`config.mk`:
```
export PLATFORM = sky130hd
export DESIGN_NAME = operand_register_address_decode
export DESIGN_NICKNAME = d
export VERILOG_FILES = /design/src/opdec_pkg.sv /design/src/address_subreg_file.sv /design/src/operand_register_address_decode.sv
export VERILOG_INCLUDE_DIRS = /design/src
export SDC_FILE = /design/constraint.sdc
export NUM_CORES = 1
export LEC_CHECK = 0
export BUFFER_PORTS_ARGS = -buffer_cell sky130_fd_sc_hd__buf_2
export CAP_MARGIN = 20
export CORE_ASPECT_RATIO = 0.75
export CORE_UTILIZATION = 30
export CTS_CLUSTER_DIAMETER = 100
export DETAILED_ROUTE_END_ITERATION = 8
export PLACE_DENSITY_LB_ADDON = 0.25
export SYNTH_ARGS = -nofsm -noshare
export SYNTH_HDL_FRONTEND = slang
export SYNTH_HIERARCHICAL = 1
export SYNTH_SLANG_ARGS = --single-unit
```
`constraint.sdc`:
```
create_clock -name clk -period 2 [get_ports clk]
set_input_delay 0.1 -clock clk [delete_from_list [all_inputs] [get_ports clk]]
set_output_delay 0.1 -clock clk [all_outputs]
set_load 0.005 [all_outputs]
```
`src/opdec_consts.svh`:
```
// Constants for the operand register address decoder.
// Assumes inclusion by the package and the design modules only.
`ifndef OPDEC_CONSTS_SVH
`define OPDEC_CONSTS_SVH

// ****************************************************************
// Field widths
// ****************************************************************
`define OPD_INDEX_W      8
`define OPD_OFFSET_W     5
`define OPD_SEL_W        3
`define OPD_ADDR_W       13
`define OPD_WORD_W       16
`define OPD_ARCH_TYPE_W  4
`define OPD_ARCH_NUM_W   4
`define OPD_SUBREGS      8
`define OPD_REGADDR_W    4

// ****************************************************************
// Register file select codes
// ****************************************************************
`define OPD_FILE_ARCH    2'h0
`define OPD_FILE_GEN     2'h1
`define OPD_FILE_MSG     2'h2
`define OPD_FILE_RSVD    2'h3

// ****************************************************************
// Valid register index ranges
// ****************************************************************
`define OPD_GEN_LAST     8'h7F
`define OPD_MSG_LAST     8'h0F

// ****************************************************************
// Register map
// ****************************************************************
`define OPD_REG_SUB_LAST 4'h7
`define OPD_REG_CTRL     4'h8
`define OPD_REG_STATUS   4'h9
`define OPD_REG_LASTADDR 4'hA
`define OPD_REG_CNT_DIR  4'hB
`define OPD_REG_CNT_IND  4'hC
`define OPD_REG_CNT_IMM  4'hD
`define OPD_REG_CNT_INV  4'hE

// ****************************************************************
// Control and status bits, reset values
// ****************************************************************
`define OPD_CTRL_EN      0
`define OPD_CTRL_DROP    1
`define OPD_CTRL_RESET   2'h1
`define OPD_STAT_INV     0
`define OPD_STAT_RSVD    1
`define OPD_WORD_ZERO    16'h0000
`define OPD_ADDR_ZERO    13'h0000
`define OPD_CNT_ONE      16'h0001

`endif

```
`src/opdec_pkg.sv`:
```
// Types shared by the operand register address decoder.
// Assumes the constants header is on the include path.
`include "opdec_consts.svh"

package opdec_pkg;

   typedef enum logic [1:0] {
      FILE_ARCH = `OPD_FILE_ARCH,
      FILE_GEN  = `OPD_FILE_GEN,
      FILE_MSG  = `OPD_FILE_MSG,
      FILE_RSVD = `OPD_FILE_RSVD
   } register_file_select_t;

   typedef struct packed {
      register_file_select_t                   registerFileSelect;
      logic                       operandAddressingSelect;
      logic                       immediate;
      logic [`OPD_INDEX_W-1:0]    operandRegisterIndex;
      logic [`OPD_OFFSET_W-1:0]   operandByteOffset;
      logic [`OPD_SEL_W-1:0]      addressSubregSelect;
   } operand_req_t;

   typedef struct packed {
      logic [`OPD_ADDR_W-1:0]      byteAddr;
      logic                        invalid;
      logic                        indirect;
      logic                        immediate;
      logic                        isArch;
      logic [`OPD_ARCH_TYPE_W-1:0] archType;
      logic [`OPD_ARCH_NUM_W-1:0]  archNum;
      logic [`OPD_OFFSET_W-1:0]    archSub;
   } operand_res_t;

endpackage

```
`src/address_subreg_file.sv`:
```
// Address register: eight word-wide sub-registers in flip-flops.
// Assumes one write port from software and two combinational reads.
`timescale 1ns/1ps
`include "opdec_consts.svh"

module address_subreg_file (
   // Clock and reset
   input  wire logic                      clk,
   input  wire logic                      rstn,
   // Write port
   input  wire logic                      wrEn,
   input  wire logic [`OPD_SEL_W-1:0]     wrSel,
   input  wire logic [`OPD_WORD_W-1:0]    wrData,
   // Read ports
   input  wire logic [`OPD_SEL_W-1:0]     rdSelA,
   output      logic [`OPD_WORD_W-1:0]    rdDataA,
   input  wire logic [`OPD_SEL_W-1:0]     rdSelB,
   output      logic [`OPD_WORD_W-1:0]    rdDataB
);

   logic [`OPD_WORD_W-1:0] subReg [`OPD_SUBREGS];

   genvar g;
   generate
      for (g = 0; g < `OPD_SUBREGS; g = g + 1) begin : gSub
         always_ff @(posedge clk or negedge rstn) begin
            if (!rstn) begin
               subReg[g] <= `OPD_WORD_ZERO;
            end else if (wrEn && wrSel == `OPD_SEL_W'(g)) begin
               subReg[g] <= wrData;
            end
         end
      end
   endgenerate

   // Each selector value picks one of the eight words.
   assign rdDataA = subReg[rdSelA];
   assign rdDataB = subReg[rdSelB];

endmodule

```
`src/operand_register_address_decode.sv`:
```
// Operand register address decoder with its software register port.
// Assumes requests from the fetch stage and a datapath that takes the
// registered result one cycle after each request.
`timescale 1ns/1ps
`include "opdec_consts.svh"

module operand_register_address_decode (
   // Clock and reset
   input  wire logic                         clk,
   input  wire logic                         rstn,
   // Operand request from fetch
   input  wire logic                         reqValid,
   input  wire opdec_pkg::operand_req_t      req,
   // Decoded result to the operand datapath
   output      logic                         resValid,
   output      opdec_pkg::operand_res_t      res,
   // Software register port
   input  wire logic [`OPD_REGADDR_W-1:0]    regAddr,
   input  wire logic [`OPD_WORD_W-1:0]       regWdata,
   input  wire logic                         regWrite,
   input  wire logic                         regRead,
   output      logic [`OPD_REGADDR_W-1:0]    unusedAddrEcho,
   output      logic [`OPD_WORD_W-1:0]       regRdata
);

   // ****************************************************************
   // Decode helpers
   // ****************************************************************

   // True when the index lies outside the populated range of its file.
   function automatic logic indexReserved(
      input opdec_pkg::register_file_select_t         sel,
      input logic [`OPD_INDEX_W-1:0]     idx
   );
      logic r;
      r = 1'b0;
      case (sel)
         opdec_pkg::FILE_GEN: begin
            r = (idx > `OPD_GEN_LAST);
         end
         opdec_pkg::FILE_MSG: begin
            r = (idx > `OPD_MSG_LAST);
         end
         opdec_pkg::FILE_ARCH: begin
            r = 1'b0;
         end
         default: begin
            r = 1'b1;
         end
      endcase
      return r;
   endfunction

   // True when the address falls on a sub-register word.
   function automatic logic isSubAddr(
      input logic [`OPD_REGADDR_W-1:0] a
   );
      return (a <= `OPD_REG_SUB_LAST);
   endfunction

   // ****************************************************************
   // Control register
   // ****************************************************************

   logic [1:0] ctrl;

   always_ff @(posedge clk or negedge rstn) begin
      if (!rstn) begin
         ctrl <= `OPD_CTRL_RESET;
      end else if (regWrite && regAddr == `OPD_REG_CTRL) begin
         ctrl <= regWdata[1:0];
      end
   end

   // Dropping keeps reserved operands away from the datapath at the cost
   // of a silent slot; the sticky flag and the counter still record them.
   logic decodeEn;
   logic dropInvalid;

   assign decodeEn    = ctrl[`OPD_CTRL_EN];
   assign dropInvalid = ctrl[`OPD_CTRL_DROP];

   // ****************************************************************
   // Address sub-registers
   // ****************************************************************

   // Software and the decoder read the sub-registers through separate
   // ports, so a bus read never disturbs an operand decode.
   logic [`OPD_WORD_W-1:0] subWordDecode;
   logic [`OPD_WORD_W-1:0] subWordBus;

   address_subreg_file subregs (
      .clk     (clk),
      .rstn    (rstn),
      .wrEn    (regWrite && isSubAddr(regAddr)),
      .wrSel   (regAddr[`OPD_SEL_W-1:0]),
      .wrData  (regWdata),
      .rdSelA  (req.addressSubregSelect),
      .rdDataA (subWordDecode),
      .rdSelB  (regAddr[`OPD_SEL_W-1:0]),
      .rdDataB (subWordBus)
   );

   // ****************************************************************
   // Operand decode
   // ****************************************************************

   // The result is formed in one combinational step so that the datapath
   // sees it exactly one cycle after the request, with no stall path.
   opdec_pkg::operand_res_t next_res;
   logic                    next_resValid;

   always_comb begin
      next_res           = '0;
      next_resValid      = reqValid && decodeEn;
      next_res.immediate = req.immediate;
      next_res.indirect  = req.operandAddressingSelect;
      if (req.immediate) begin
         // Location fields carry immediate data here, so none is read.
         next_res.byteAddr = `OPD_ADDR_ZERO;
      end else if (req.operandAddressingSelect) begin
         // The word may hold more than 13 bits; upper bits are beyond
         // the register space and are dropped.
         next_res.byteAddr =
            subWordDecode[`OPD_ADDR_W-1:0];
      end else begin
         next_res.byteAddr = {req.operandRegisterIndex,
                              req.operandByteOffset};
         if (req.registerFileSelect == opdec_pkg::FILE_ARCH) begin
            next_res.isArch   = 1'b1;
            next_res.archType = req.operandRegisterIndex[
               `OPD_INDEX_W-1:`OPD_ARCH_NUM_W];
            next_res.archNum  = req.operandRegisterIndex[
               `OPD_ARCH_NUM_W-1:0];
            next_res.archSub  = req.operandByteOffset;
         end else if (indexReserved(req.registerFileSelect,
                                    req.operandRegisterIndex)) begin
            // No address leaves with a reserved index.
            next_res.invalid  = 1'b1;
            next_res.byteAddr = `OPD_ADDR_ZERO;
            if (dropInvalid) begin
               next_resValid = 1'b0;
            end
         end
         // Low five bits are a byte within one 256-bit register.
      end
   end

   logic decodedInvalid;

   assign decodedInvalid = reqValid && decodeEn && next_res.invalid;

   // ****************************************************************
   // Result registers
   // ****************************************************************

   always_ff @(posedge clk or negedge rstn) begin
      if (!rstn) begin
         resValid <= 1'b0;
      end else begin
         resValid <= next_resValid;
      end
   end

   always_ff @(posedge clk or negedge rstn) begin
      if (!rstn) begin
         res <= '0;
      end else if (reqValid && decodeEn) begin
         res <= next_res;
      end
   end

   // ****************************************************************
   // Status: sticky invalid flag and last address
   // ****************************************************************

   logic stickyInvalid;
   logic stickyReservedFile;
   logic clearStatus;

   assign clearStatus = regWrite && regAddr == `OPD_REG_STATUS;

   // A new event in the clearing cycle wins, so it is never lost.
   always_ff @(posedge clk or negedge rstn) begin
      if (!rstn) begin
         stickyInvalid <= 1'b0;
      end else if (decodedInvalid) begin
         stickyInvalid <= 1'b1;
      end else if (clearStatus && regWdata[`OPD_STAT_INV]) begin
         stickyInvalid <= 1'b0;
      end
   end

   always_ff @(posedge clk or negedge rstn) begin
      if (!rstn) begin
         stickyReservedFile <= 1'b0;
      end else if (decodedInvalid &&
                   req.registerFileSelect == opdec_pkg::FILE_RSVD) begin
         stickyReservedFile <= 1'b1;
      end else if (clearStatus && regWdata[`OPD_STAT_RSVD]) begin
         stickyReservedFile <= 1'b0;
      end
   end

   logic [`OPD_ADDR_W-1:0] lastAddr;

   always_ff @(posedge clk or negedge rstn) begin
      if (!rstn) begin
         lastAddr <= `OPD_ADDR_ZERO;
      end else if (next_resValid && !next_res.immediate) begin
         lastAddr <= next_res.byteAddr;
      end
   end

   // ****************************************************************
   // Decode counters
   // ****************************************************************

   // Counters wrap; software samples them often enough to see wraps.
   logic [`OPD_WORD_W-1:0] cntDirect;
   logic [`OPD_WORD_W-1:0] cntIndirect;
   logic [`OPD_WORD_W-1:0] cntImmediate;
   logic [`OPD_WORD_W-1:0] cntInvalid;
   logic                   seen;

   assign seen = reqValid && decodeEn;

   always_ff @(posedge clk or negedge rstn) begin
      if (!rstn) begin
         cntDirect <= `OPD_WORD_ZERO;
      end else if (seen && !req.immediate &&
                   !req.operandAddressingSelect) begin
         cntDirect <= cntDirect + `OPD_CNT_ONE;
      end else if (regWrite && regAddr == `OPD_REG_CNT_DIR) begin
         cntDirect <= `OPD_WORD_ZERO;
      end
   end

   always_ff @(posedge clk or negedge rstn) begin
      if (!rstn) begin
         cntIndirect <= `OPD_WORD_ZERO;
      end else if (seen && !req.immediate &&
                   req.operandAddressingSelect) begin
         cntIndirect <= cntIndirect + `OPD_CNT_ONE;
      end else if (regWrite && regAddr == `OPD_REG_CNT_IND) begin
         cntIndirect <= `OPD_WORD_ZERO;
      end
   end

   always_ff @(posedge clk or negedge rstn) begin
      if (!rstn) begin
         cntImmediate <= `OPD_WORD_ZERO;
      end else if (seen && req.immediate) begin
         cntImmediate <= cntImmediate + `OPD_CNT_ONE;
      end else if (regWrite && regAddr == `OPD_REG_CNT_IMM) begin
         cntImmediate <= `OPD_WORD_ZERO;
      end
   end

   always_ff @(posedge clk or negedge rstn) begin
      if (!rstn) begin
         cntInvalid <= `OPD_WORD_ZERO;
      end else if (decodedInvalid) begin
         cntInvalid <= cntInvalid + `OPD_CNT_ONE;
      end else if (regWrite && regAddr == `OPD_REG_CNT_INV) begin
         cntInvalid <= `OPD_WORD_ZERO;
      end
   end

   // ****************************************************************
   // Register read port
   // ****************************************************************

   logic [`OPD_WORD_W-1:0] next_regRdata;

   always_comb begin
      next_regRdata = `OPD_WORD_ZERO;
      if (isSubAddr(regAddr)) begin
         next_regRdata = subWordBus;
      end else begin
         case (regAddr)
            `OPD_REG_CTRL: begin
               next_regRdata[1:0] = ctrl;
            end
            `OPD_REG_STATUS: begin
               next_regRdata[`OPD_STAT_INV]  = stickyInvalid;
               next_regRdata[`OPD_STAT_RSVD] = stickyReservedFile;
            end
            `OPD_REG_LASTADDR: begin
               next_regRdata[`OPD_ADDR_W-1:0] = lastAddr;
            end
            `OPD_REG_CNT_DIR: begin
               next_regRdata = cntDirect;
            end
            `OPD_REG_CNT_IND: begin
               next_regRdata = cntIndirect;
            end
            `OPD_REG_CNT_IMM: begin
               next_regRdata = cntImmediate;
            end
            `OPD_REG_CNT_INV: begin
               next_regRdata = cntInvalid;
            end
            default: begin
               next_regRdata = `OPD_WORD_ZERO;
            end
         endcase
      end
   end

   // Read data stand for exactly the cycle after the strobe.
   always_ff @(posedge clk or negedge rstn) begin
      if (!rstn) begin
         regRdata <= `OPD_WORD_ZERO;
      end else if (regRead) begin
         regRdata <= next_regRdata;
      end else begin
         regRdata <= `OPD_WORD_ZERO;
      end
   end

   // Address of the last read, kept for bus debug.
   always_ff @(posedge clk or negedge rstn) begin
      if (!rstn) begin
         unusedAddrEcho <= '0;
      end else if (regRead) begin
         unusedAddrEcho <= regAddr;
      end
   end

endmodule

```
# [Yosys cells after proc, flatten, opt, wreduce, memory -nomap -nowiden]
# Index checks and enable logic that the tools add are counted.
[word_totals] regBits=260 inputBits=45 output_inout_bits=51 word_cells=131
[classes] add_sub_neg=4 n_lt_le_gt_ge=5 n_eq_ne=17 muxes=41 bitwise=2 n_reduce_logical=35
[ops] cell="16-bit 2-to-1 mux" n=12
[ops] cell="16-bit binary-select mux with 3-bit select" n=2
[ops] cell="14-bit 2-to-1 mux" n=5
[ops] cell="16-bit by 1-bit adder with 16-bit output, second input constant" n=4
[ops] cell="11-bit one-hot mux with 5 select lines" n=1
[ops] cell="13-bit 2-to-1 mux" n=4
[ops] cell="4-bit == test, second input constant" n=7
[ops] cell="1-bit logical AND" n=25
[ops] cell="1-bit 2-to-1 mux" n=14
[ops] cell="2-bit one-hot mux with 7 select lines" n=1
[ops] cell="3-bit == test, second input constant" n=4
[ops] cell="3-bit one-hot mux with 4 select lines" n=1
[ops] cell="2-bit nonzero test" n=6
[ops] cell="4-bit greater-or-equal comparator, second input constant" n=2
[ops] cell="8-bit by 4-bit > comparator with 1-bit output, second input constant" n=1
[ops] cell="8-bit by 7-bit > comparator with 1-bit output, second input constant" n=1
[ops] cell="3-bit inverter with 4-bit output" n=2
[ops] cell="3-bit by 2-bit == test with 1-bit output, second input constant" n=2
[ops] cell="2-bit == test, second input constant" n=2
[ops] cell="4-bit by 3-bit <= comparator with 1-bit output, second input constant" n=1
[ops] cell="3-bit by 1-bit == test with 1-bit output, second input constant" n=1
[ops] cell="3-bit zero test" n=1
[ops] cell="2-bit by 1-bit == test with 1-bit output, second input constant" n=1
[ops] cell="1-bit zero test" n=2
[ops] cell="other kinds (2)" n=2

# [Logic depth before layout (Yosys ltp)]
# Gate-level depths: netlist (run 1).
[logic_depth] word_depth=12 depth_mapped=9 ltp_nobuf=7

# [Cells and area by module]
# Netlist (run 1), hierarchy kept.
[modules_own_cells] module="address_subreg_file" n_inst=1 cells_per_inst=393 area_per_inst_um2=7000.5 seq_area_each_um2=3203.1
[modules_own_cells] module="operand_register_address_decode" n_inst=1 cells_per_inst=673 area_per_inst_um2=6577.6 seq_area_each_um2=3304.4

# [Worst setup path after synthesis (run 1)]
# No wires, ideal clock.
[synth_timing] path_kind="input to register" startpoint="input port regWrite" endpoint="register subregs/subReg[100] in the netlist's numbering" setup_ns=0.125 arrival_ns=1.657 path_slack_ns=0.218 cell_stages=7 path_buffers=4 path_cell_list="clkbuf_1 > nor2b_1 > buf_4 > nor4bb_1 > buf_2 > buf_4 > mux2_2"
[synth_between] elab_chain_cells=2
[synth_lines] item="start: declaration" line="operand_register_address_decode.sv:20" rtl="input wire logic regWrite,"
[synth_lines] item="1-bit logical AND" line="operand_register_address_decode.sv:95" rtl=".wrEn (regWrite && isSubAddr(regAddr)),"
[synth_lines] item="1-bit logical AND" line="address_subreg_file.sv:29" rtl="end else if (wrEn && wrSel == `OPD_SEL_W'(g)) begin"
[synth_lines] item="end signal: indexed assignment" line="address_subreg_file.sv:28" rtl="subReg[g] <= `OPD_WORD_ZERO;"
[synth_lines] item="end signal: indexed assignment" line="address_subreg_file.sv:30" rtl="subReg[g] <= wrData;"
[synth_lines] item="end: declaration" line="address_subreg_file.sv:21" rtl="logic [`OPD_WORD_W-1:0] subReg [`OPD_SUBREGS];"
# No other way between the ends.
# A chain may end at the register's enable or synchronous reset.

# [Worst setup path after layout (run 1)]
[layout_timing] startpoint="register subregs/subReg[102] in the netlist's numbering" endpoint="register res[23] in the netlist's numbering"
[layout_between] elab_chain_cells=5
[layout_lines] item="16-bit binary-select mux with 3-bit select" line="address_subreg_file.sv:37" rtl="assign rdDataA = subReg[rdSelA];"
[layout_lines] item="13-bit 2-to-1 mux (implied by the code) (2 in series)" line="address_subreg_file.sv:37"
[layout_lines] item="via subWordDecode[6]" line="operand_register_address_decode.sv:89" rtl="logic [`OPD_WORD_W-1:0] subWordDecode;"
[layout_lines] item="13-bit 2-to-1 mux" line="operand_register_address_decode.sv:121" rtl="end else if (req.operandAddressingSelect) begin"
[layout_lines] item="13-bit 2-to-1 mux" line="operand_register_address_decode.sv:118" rtl="if (req.immediate) begin"
[layout_lines] item="end signal: assignment" line="operand_register_address_decode.sv:169" rtl="res <= next_res;"
[layout_lines] item="end: declaration" line="operand_register_address_decode.sv:16" rtl="output opdec_pkg::operand_res_t res,"
# The timed path passes the listed nets, and every way through them passes these cells. The select of a mux whose other input is x is not followed.

==> flow_summary_export.csv, run 1 <==
group,metric,value,unit
floorplan,die_area,45490,um2
global_route,grt_util_all_layers,18.67,%
timing,drv_slew,0,
floorplan,rows,66,
timing,fin_crit_sh,93.86,%
power,power.density,949.7,nW/um2
setup_path,reg2reg_slack,0.12,ns
setup_path,startpoint,"subregs/subReg[102]",
drt,vias,9822,
setup_path,cp_top_family,"multiplexers",
global_route,grt_pass1_wl,63490,um
drt,vias_per_cell,5.356,
setup_path,r2r-end,"res[23]",
clock_tree,cts.path.max_buffers,3,
setup_path,arrival,2.32,ns
synthesis,synthCells,1057,
placement,dp_slack,-0.1368,ns
clock_tree,cts.sinks,260,
floorplan,fp.dieH,185.0,um
timing,slew_headroom,44.90,%
floorplan,pin_count,96,
cells_and_area,area_growth,22.44,%
clock_tree,cts_inserted_buffers,29,
setup_path,crit_fanout,3,
setup_path,worstSetupPathType,"flip-flop to flip-flop",
timing,timing.final.hold_violations,0,
timing,maxClockFrequency,532.7,MHz
timing,setup_slack,0.1228,ns
synthesis,yosysWarnings,6,
floorplan,dieWidth,246.0,um
synthesis,syn_avg_cell_area,12.67,um2
hold_path,hp-start,"regAddr[3]",
timing,fin_crit,1.877,ns
timing,rsz0062_at_grt,"false",
status,status,"finished clean",
drt,drc_errors,0,
timing,worstMarginPinSlew,0.8265,ns
global_route,grt_pass1_vias,9691,
setup_path,cp-end-kind,"flip-flop",
hold_path,min_path_cells,4,
clock_tree,path_clk_slew,0.06,ns
placement,hpwl,30040,um
clock_tree,clockRootBuffer,"clkbuf_16",
setup_path,crit_buf_inv,0,
cells_and_area,layout-drive-gt1-share,34.00,%
hold_path,min_path_type,"input port to flip-flop",
setup_path,critPathLaunchType,"flip-flop",
timing,finalSetupViolations,0,
setup_path,reg2reg_depth,5,
global_route,gr-total-overflow,0,
cells_and_area,final_nets,1288,
setup_path,cpMaxStageDelayCell,"mux4_1",
power,leakage,7.558,nW
setup_path,rr_startpoint,"subregs/subReg[102]",
floorplan,core_area,43680,um2
synthesis,synth_nets,1110,
cells_and_area,mostFrequentLayoutCell,"dfrtp_1",
power,ir_drop,0.5604,mV
clock_tree,htreeDepth,1,
cells_and_area,fill_cells,4199,
timing,fin_worst_skew,0.01874,ns
setup_path,cpPeakStageDelay,0.53,ns
hold_path,whs_endpoint,"regRdata[1]",
placement,place.gp.congestion,0.8969,
global_route,grt_max_degree,60,
cells_and_area,antenna_cells,0,
placement,io_buffers,95,
clock_tree,cts_tree,"yes",
global_route,antenna_found_initial,1,
drt,drt_first_pass_iters,6,
drt,drt-wirelength-per-cell,22.94,um
job,max_cap_violations,0,
cells_and_area,final_cell_mix,"259 x dfrtp_1, 163 x mux2_2, 94 x buf_2",
drt,drtIter0Drc,709,
setup_path,worstPathRequired,2.44,ns
drt,routed_wl,42080,um
floorplan,start_util,30.65,%
synthesis,syn-cell-area,13390,um2
timing,hold_slack,0.04043,ns
clock_tree,clk_latency,0.56,ns
setup_path,path_cells,"mux4_1 -> mux2_2 -> nand2_1 -> a21oi_1 -> a21o_1",
drt,ant_nets,0,
[worst min-delay path: stages]
cell and delay, ns:
buf_2 0.17, o21ai_0 0.13, nand2_1 0.07, o21ai_0 0.08
[worst max path at each step]
stage	endpoint	cells past startpoint
after detailed placement	cntInvalid[3]	6
after floorplan	subregs/subReg[100]	7
after global placement	cntInvalid[3]	6
final	res[23]	5
after global routing	cntInvalid[2]	6
after CTS	cntIndirect[12]	6
[registers in the layout, indices dropped and copies added (netlist names)]
name and cells:
cntInvalid 16, stickyInvalid 1, lastAddr 13, cntIndirect 16
cntDirect 16, ctrl 2, res 30, resValid 1
stickyReservedFile 1, regRdata 16, subregs/subReg 128, unusedAddrEcho 4
cntImmediate 16
[layout make-up]
class	count	area (um2)	area share [%]
Sequential cell	260	6507	39.69
Tap cell	578	723.2	4.411
Clock inverter	8	117.6	0.7173
Multi-Input combinational cell	710	6402	39.05
Inverter	13	48.80	0.2976
Clock buffer	44	862.1	5.258
Timing Repair Buffer	221	1734	10.58
[stage by stage]
stage	setup TNS [ns]	std cells	cell area (um2)	util [%]	power (mW)
2_1_floorplan	0	1057	13390	-	8.691
3_3_place_gp	-0.7961	1744	15030	34.42	9.968
3_5_place_dp	-0.9017	1744	15030	34.42	10.04
4_1_cts	0	1832	16370	37.48	15.70
5_1_grt	0	1834	16400	37.53	16.28
6_report	0	1834	16400	37.53	15.57
[power breakdown]
| group | switching [mW] | internal [mW] | total (mW) | leakage [nW] |
|---|---|---|---|---|
| Combinational | 1.30 | 1.70 | 3.00 | 3.72 |
| Clock | 2.21 | 3.33 | 5.55 | 0.481 |
| Sequential | 0.793 | 6.24 | 7.03 | 3.36 |
| Total | 4.30 | 11.3 | 15.6 | 7.56 |
[metal layers]
metal  wire length, um  global-route usage (%)  up-vias
li1                  -                       -     4426
met3              2739                   3.492       58
met4               955                   4.224        2
met5                13                       0        -
met2             17540                   26.71      295
met1             20830                   28.72     5041
[what timing repair did]
action                     4_1_cts  5_1_grt
hold buffers                    36        0
hold endpoints to repair       340        0
resized for setup                0        2
setup endpoints to repair        0        4
buffers inserted                 0        2
Note: power is estimated with default switching activity, not from simulation.
==> run 2, diff against run 1 <==
--- a/config.mk
+++ b/config.mk
@@ -7,12 +7,13 @@
 export NUM_CORES = 1
 export LEC_CHECK = 0
 export BUFFER_PORTS_ARGS = -buffer_cell sky130_fd_sc_hd__buf_2
-export CAP_MARGIN = 20
+export CAP_MARGIN = 25
 export CORE_ASPECT_RATIO = 0.75
 export CORE_UTILIZATION = 30
 export CTS_CLUSTER_DIAMETER = 100
 export DETAILED_ROUTE_END_ITERATION = 8
 export PLACE_DENSITY_LB_ADDON = 0.25
+export SETUP_SLACK_MARGIN = 0.3
 export SYNTH_ARGS = -nofsm -noshare
 export SYNTH_HDL_FRONTEND = slang
 export SYNTH_HIERARCHICAL = 1
==> flow_summary_export.csv, run 2 (synthesis gave the netlist of run 1 again) <==
group,metric,value,unit
global_route,grt_max_degree,61,
global_route,antenna_found_initial,0,
timing,drv_slew,0,
timing,fin_worst_skew,0.01209,ns
drt,routed_wl,41810,um
setup_path,arrival,2.20,ns
floorplan,start_util,30.65,%
timing,slew_headroom,54.03,%
cells_and_area,largest_register_ffs,128,
cells_and_area,final_nets,1306,
clock_tree,cts_tree,"yes",
power,ir_drop,0.6416,mV
drt,met2WireLength,17310,um
cells_and_area,largestRegisters,"subregs/subReg x128, res x30",
job,max_cap_violations,0,
clock_tree,cts.path.max_buffers,3,
drt,drt-wirelength-per-cell,22.56,um
cells_and_area,multiInputGateArea,6614,um2
timing,rsz0062_at_grt,"true",
global_route,grt_util_all_layers,18.37,%
setup_path,crit_fanout,3,
timing,fin_setup_tns,0,ns
power,power,16.13,mW
timing,finalSetupViolations,0,
power,power.density,960.8,nW/um2
drt,dr_wl_met3,2884,um
clock_tree,clk_latency,0.56,ns
setup_path,cp-end-kind,"flip-flop",
setup_path,startpoint,"cntInvalid[1]",
floorplan,die_area,45490,um2
setup_path,worstSetupPathType,"flip-flop to flip-flop",
drt,drt_first_pass_iters,5,
cells_and_area,fill_cells,4179,
setup_path,critPathLaunchType,"flip-flop",
cells_and_area,final_cell_mix,"250 x dfrtp_1, 157 x mux2_2, 95 x buf_2",
setup_path,cpMaxStageDelayCell,"dfrtp_1",
floorplan,core_area,43680,um2
timing,timing.final.hold_violations,0,
clock_tree,cts.sinks,260,
setup_path,worstPathRequired,2.44,ns
drt,drtIter0Drc,968,
global_route,grt_pass1_vias,9771,
clock_tree,path_clk_slew,0.07,ns
setup_path,rr_startpoint,"cntInvalid[1]",
clock_tree,cts_inserted_buffers,28,
setup_path,path_common_cell,"buf_4",
timing,worstMarginPinSlew,0.6896,ns
cells_and_area,regArea,6519,um2
cells_and_area,layout-drive-gt1-share,39.45,%
hold_path,hp-start,"regAddr[3]",
floorplan,rows,66,
placement,io_buffers,95,
cells_and_area,antenna_cells,0,
floorplan,fp.dieH,185.0,um
power,leakage,7.697,nW
setup_path,cpPeakStageDelay,0.40,ns
setup_path,reg2reg_slack,0.24,ns
floorplan,dieWidth,246.0,um
clock_tree,clockRootBuffer,"clkbuf_16",
clock_tree,htreeDepth,1,
cells_and_area,area_growth,25.42,%
status,status,"finished clean",
timing,maxClockFrequency,569.2,MHz
cells_and_area,mostFrequentLayoutCell,"dfrtp_1",
timing,fin_crit_sh,87.84,%
drt,wl_met1,20670,um
global_route,gr-total-overflow,0,
global_route,grt_pass1_wl,62830,um
hold_path,min_path_type,"input port to flip-flop",
timing,fin_crit,1.757,ns
setup_path,path_cells,"buf_4 -> buf_6 -> nand4_1 -> buf_4 -> nor4_4 -> nand3_1 -> and3_1 -> a211o_1",
drt,vias,9899,
placement,place.gp.congestion,0.9357,
drt,vias_per_cell,5.342,
placement,hpwl,29750,um
drt,drc_errors,0,
floorplan,pin_count,96,
drt,top_layer_used,"met4",
cells_and_area,largest-register,"subregs/subReg",
drt,ant_nets,0,
==> run 2: through the flow <==
step / setup slack [ns] / area, um2 / hold WS (ns) / util, % / instances
after CTS: 0.2579 / 16410 / 0.05010 / 37.58 / 1831
final: 0.2432 / 16790 / 0.06056 / 38.44 / 1853
after global routing: 0.1753 / 16790 / 0.1078 / 38.44 / 1853
after global placement: -0.2353 / 14910 / 0.09949 / 34.12 / 1737
after detailed placement: -0.2000 / 14910 / 0.1053 / 34.14 / 1738
after floorplan: 0.3298 / 13390 / -0.1956 / - / 1057
==> run 2: final timing paths <==
path                                      end  cells after the start
max                            cntInvalid[15]                      8
min                               regRdata[1]                      4
max reg2reg                    cntInvalid[15]                      8
min reg2reg                           res[23]                      1
max in group asynchronous  subregs/subReg[99]                      3
min in group asynchronous  subregs/subReg[57]                      2
==> run 2: final cells by class <==
type	instances	area share (%)
Clock buffer	44	5.193
Clock inverter	8	0.9835
Inverter	13	0.2906
Multi-Input combinational cell	710	39.38
Sequential cell	260	38.82
Tap cell	578	4.306
Timing Repair Buffer	240	11.03
==> run 2: repair_timing <==
item                                    in CTS  in global routing
hold endpoints to repair                   332                  0
endpoints found under the setup margin      42                 82
setup buffers                                5                 20
resized for setup                           22                 72
gates cloned                                 0                  2
pin swaps                                    3                 18
hold buffers                                36                  0
==> run 2: worst max-delay path, delay by kind of cell (launching register included) <==
family / cells / cell delay [ns]
DFF: 1 / 0.40
AOI/OAI and AO/OA: 1 / 0.22
buffers and inverters: 3 / 0.40
and+or+nand+nor: 4 / 0.62
==> run 2: where the power goes <==
part / leakage, nW / switching [mW] / total (mW) / internal, mW
combinational: 3.84 / 1.40 / 3.23 / 1.83
clock: 0.512 / 2.21 / 5.83 / 3.62
sequential: 3.34 / 0.832 / 7.07 / 6.24
total: 7.70 / 4.45 / 16.1 / 11.7
==> run 2: metal layers <==
metal	vias up	track usage (%)
met5	-	0
met4	0	4.199
met3	53	4.738
met2	305	25.57
met1	5095	27.99
li1	4446	-
==> run 3, diff against run 2 <==
--- a/config.mk
+++ b/config.mk
@@ -16,5 +16,4 @@
 export SETUP_SLACK_MARGIN = 0.3
 export SYNTH_ARGS = -nofsm -noshare
 export SYNTH_HDL_FRONTEND = slang
-export SYNTH_HIERARCHICAL = 1
 export SYNTH_SLANG_ARGS = --single-unit
==> flow_summary_export.csv, run 3 <==
group,metric,value,unit
timing,slew_headroom,56.11,%
cells_and_area,largest_register_ffs,128,
clock_tree,htreeDepth,1,
timing,fin_crit,1.798,ns
cells_and_area,area_growth,27.41,%
drt,vias_per_cell,5.493,
placement,hpwl,29160,um
setup_path,critPathLaunchType,"flip-flop",
timing,worstMarginPinSlew,0.6584,ns
synthesis,synthTopCellsByArea,"dfrtp_1 49%, mux2_2 12%, mux4_2 7.0%, mux2i_1 3.5%, a221o_1 2.0%",
cells_and_area,multiInputGateArea,6505,um2
setup_path,arrival,2.23,ns
synthesis,synth_edf_count,0,
floorplan,dieWidth,244.1,um
global_route,grt_pass1_vias,9768,
synthesis,yosys.area.top_type,"dfrtp_1",
timing,timing.final.hold_violations,0,
power,power.internal,11.51,mW
synthesis,yosysWarnings,0,
hold_path,min_path_type,"input port to flip-flop",
global_route,grt_max_degree,65,
setup_path,path_cells,"buf_12 -> nor4bb_4 -> buf_6 -> buf_12 -> nand3_4 -> o311ai_2 -> o41ai_1",
clock_tree,clk_latency,0.56,ns
placement,io_buffers,95,
setup_path,cp_top_family,"flip-flops",
power,net-switching-power,4.791,mW
cells_and_area,fin_cells,1879,
synthesis,syn_avg_cell_area,12.16,um2
setup_path,cpPeakStageDelay,0.56,ns
setup_path,cp-end-kind,"flip-flop",
synthesis,ys_seq_area_share,49.34,%
synthesis,syn-cell-area,13190,um2
cells_and_area,final_cell_mix,"256 x dfrtp_1, 141 x mux2_2, 93 x buf_2",
clock_tree,path_clk_slew,0.07,ns
setup_path,worstSetupPathType,"flip-flop to flip-flop",
synthesis,synth_nets,1138,
cells_and_area,largest-register,"subregs.subReg",
drt,vias,10320,
clock_tree,cts_tree,"yes",
timing,fin_worst_skew,0.007851,ns
setup_path,crit_buf_inv,3,
synthesis,ys_ff_latch,260,
setup_path,reg2reg_depth,7,
timing,drv_slew,0,
timing,finalSetupViolations,0,
power,ir_drop,0.6906,mV
setup_path,cp.depth,7,
clock_tree,clockRootBuffer,"clkbuf_16",
clock_tree,cts.path.max_buffers,3,
global_route,antenna_found_initial,2,
cells_and_area,fill_cells,4157,
setup_path,cpMaxStageDelayCell,"dfstp_2",
timing,fin_setup_tns,0,ns
placement,dp_cells,1764,
setup_path,crit_fanout,7,
floorplan,die_area,44820,um2
synthesis,ys.flop_type,"dfrtp_1",
cells_and_area,layout-drive-gt1-share,38.77,%
power,power_frac_seq,45.0,%
global_route,grt_pass1_wl,63400,um
cells_and_area,final_nets,1333,
drt,drtIter0Drc,962,
setup_path,worstPathRequired,2.44,ns
synthesis,post-synth-top-count-cell,"dfrtp_1",
floorplan,fp.dieH,183.6,um
job,max_cap_violations,0,
global_route,grt_util_all_layers,18.60,%
placement,place.gp.congestion,0.8640,
power,p_clk_share,34.2,%
power,leakage,7.254,nW
floorplan,rows,66,
power,power.density,969.7,nW/um2
timing,rsz0062_at_grt,"true",
hold_path,min_path_cells,3,
timing,fin_crit_sh,89.92,%
status,status,"finished clean",
drt,drt-wirelength-per-cell,22.56,um
clock_tree,cts_inserted_buffers,28,
synthesis,synth_cell_types,71,
synthesis,synthCells,1085,
synthesis,synth_top_cell_area_share,49.14,%
timing,maxClockFrequency,556.0,MHz
cells_and_area,regArea,6511,um2
floorplan,start_util,30.42,%
setup_path,path_common_cell,"buf_12",
floorplan,core_area,43350,um2
synthesis,synthArstFlopShare,100.0,%
cells_and_area,largestRegisters,"subregs.subReg x128, res x30",
drt,routed_wl,42390,um
clock_tree,cts.sinks,260,
floorplan,pin_count,96,
synthesis,synthTopCellsByCount,"259 x dfrtp_1, 141 x mux2_2, 66 x nand2_1",
drt,drt_first_pass_iters,6,
power,power_frac_comb,20.9,%
cells_and_area,mostFrequentLayoutCell,"dfrtp_1",
global_route,gr-total-overflow,0,
drt,ant_nets,0,
power,switching_share,29.40,%
drt,drc_errors,0,
## run 3: worst paths after layout
kind | startpoint | slack, ns | to
worst min-delay path | req[18] | 0.04 | stickyReservedFile
worst max register to register | ctrl[0] | 0.20 | cntDirect[10]
min in group asynchronous | rstn | 0.07 | subregs.subReg[52]
worst min register to register | res[14] | 0.48 | res[14]
max in group asynchronous | rstn | 1.18 | regRdata[3]
worst max-delay path | ctrl[0] | 0.20 | cntDirect[10]
## run 3: metal layers
| metal | track usage, % | vias up | part of all wire, % |
|---|---|---|---|
| li1 | - | 4597 | - |
| met1 | 28.80 | 5366 | 50 |
| met2 | 26.18 | 307 | 42 |
| met3 | 3.970 | 51 | 6.4 |
| met4 | 3.900 | 0 | 1.7 |
| met5 | 0 | - | 0 |
## run 3: timing repair
action,4_1_cts,5_1_grt
hold endpoints to repair,437,0
resized for setup,35,60
setup endpoints to repair,56,95
cloned,0,4
buffers inserted,21,5
hold buffers,34,0
pin swaps,10,17
## run 3: stage by stage
| step | total power [mW] | hold slack (ns) | util (%) | area [um2] | worst slack, ns |
|---|---|---|---|---|---|
| floorplan | 8.962 | -0.1956 | - | 13190 | 0.3353 |
| global placement | 10.36 | 0.06933 | 34.28 | 14860 | -0.1119 |
| detailed placement | 10.44 | 0.07480 | 34.28 | 14860 | -0.1459 |
| CTS | 16.30 | 0.002146 | 38.08 | 16510 | 0.1776 |
| global route | 17.02 | 0.03786 | 38.76 | 16800 | 0.1271 |
| finish | 16.30 | 0.03768 | 38.76 | 16810 | 0.2015 |
## run 3: cells by family (layout without fill, tap and decap cells)
kind of cell,after synthesis,in the layout,share of synthesized area [%]
buf+inv,101,315,3.633
flops,260,260,49.34
simple gates,252,253,10.20
fa+ha+maj,8,8,0.7589
mux,228,228,22.53
other cells,0,1,0
xor+xnor,3,3,0.1992
compound gates,233,233,13.35
## run 3: layout make-up
type / count / area share, %
Multi-Input combinational cell: 725 / 38.71
Antenna cell: 1 / 0.01489
Sequential cell: 260 / 38.74
Timing Repair Buffer: 244 / 11.96
Inverter: 21 / 0.4690
Clock inverter: 15 / 1.176
Clock buffer: 35 / 4.631
Tap cell: 578 / 4.303
## run 3: worst reg2reg max path, stage by stage (launching register included)
cell and delay, ns:
dfstp_2 0.56, buf_12 0.11, nor4bb_4 0.21, buf_6 0.17, buf_12 0.11, nand3_4 0.12
o311ai_2 0.28, o41ai_1 0.12
## run 3: power by group through the flow
stage | logic, mW | registers [mW] | clock network (mW)
after floorplan | 2.01 | 6.96 | 0
after global placement | 2.99 | 7.37 | 0
after detailed placement | 3.06 | 7.38 | 0
after CTS | 3.32 | 7.29 | 5.70
after global routing | 3.68 | 7.46 | 5.88
final | 3.40 | 7.33 | 5.57
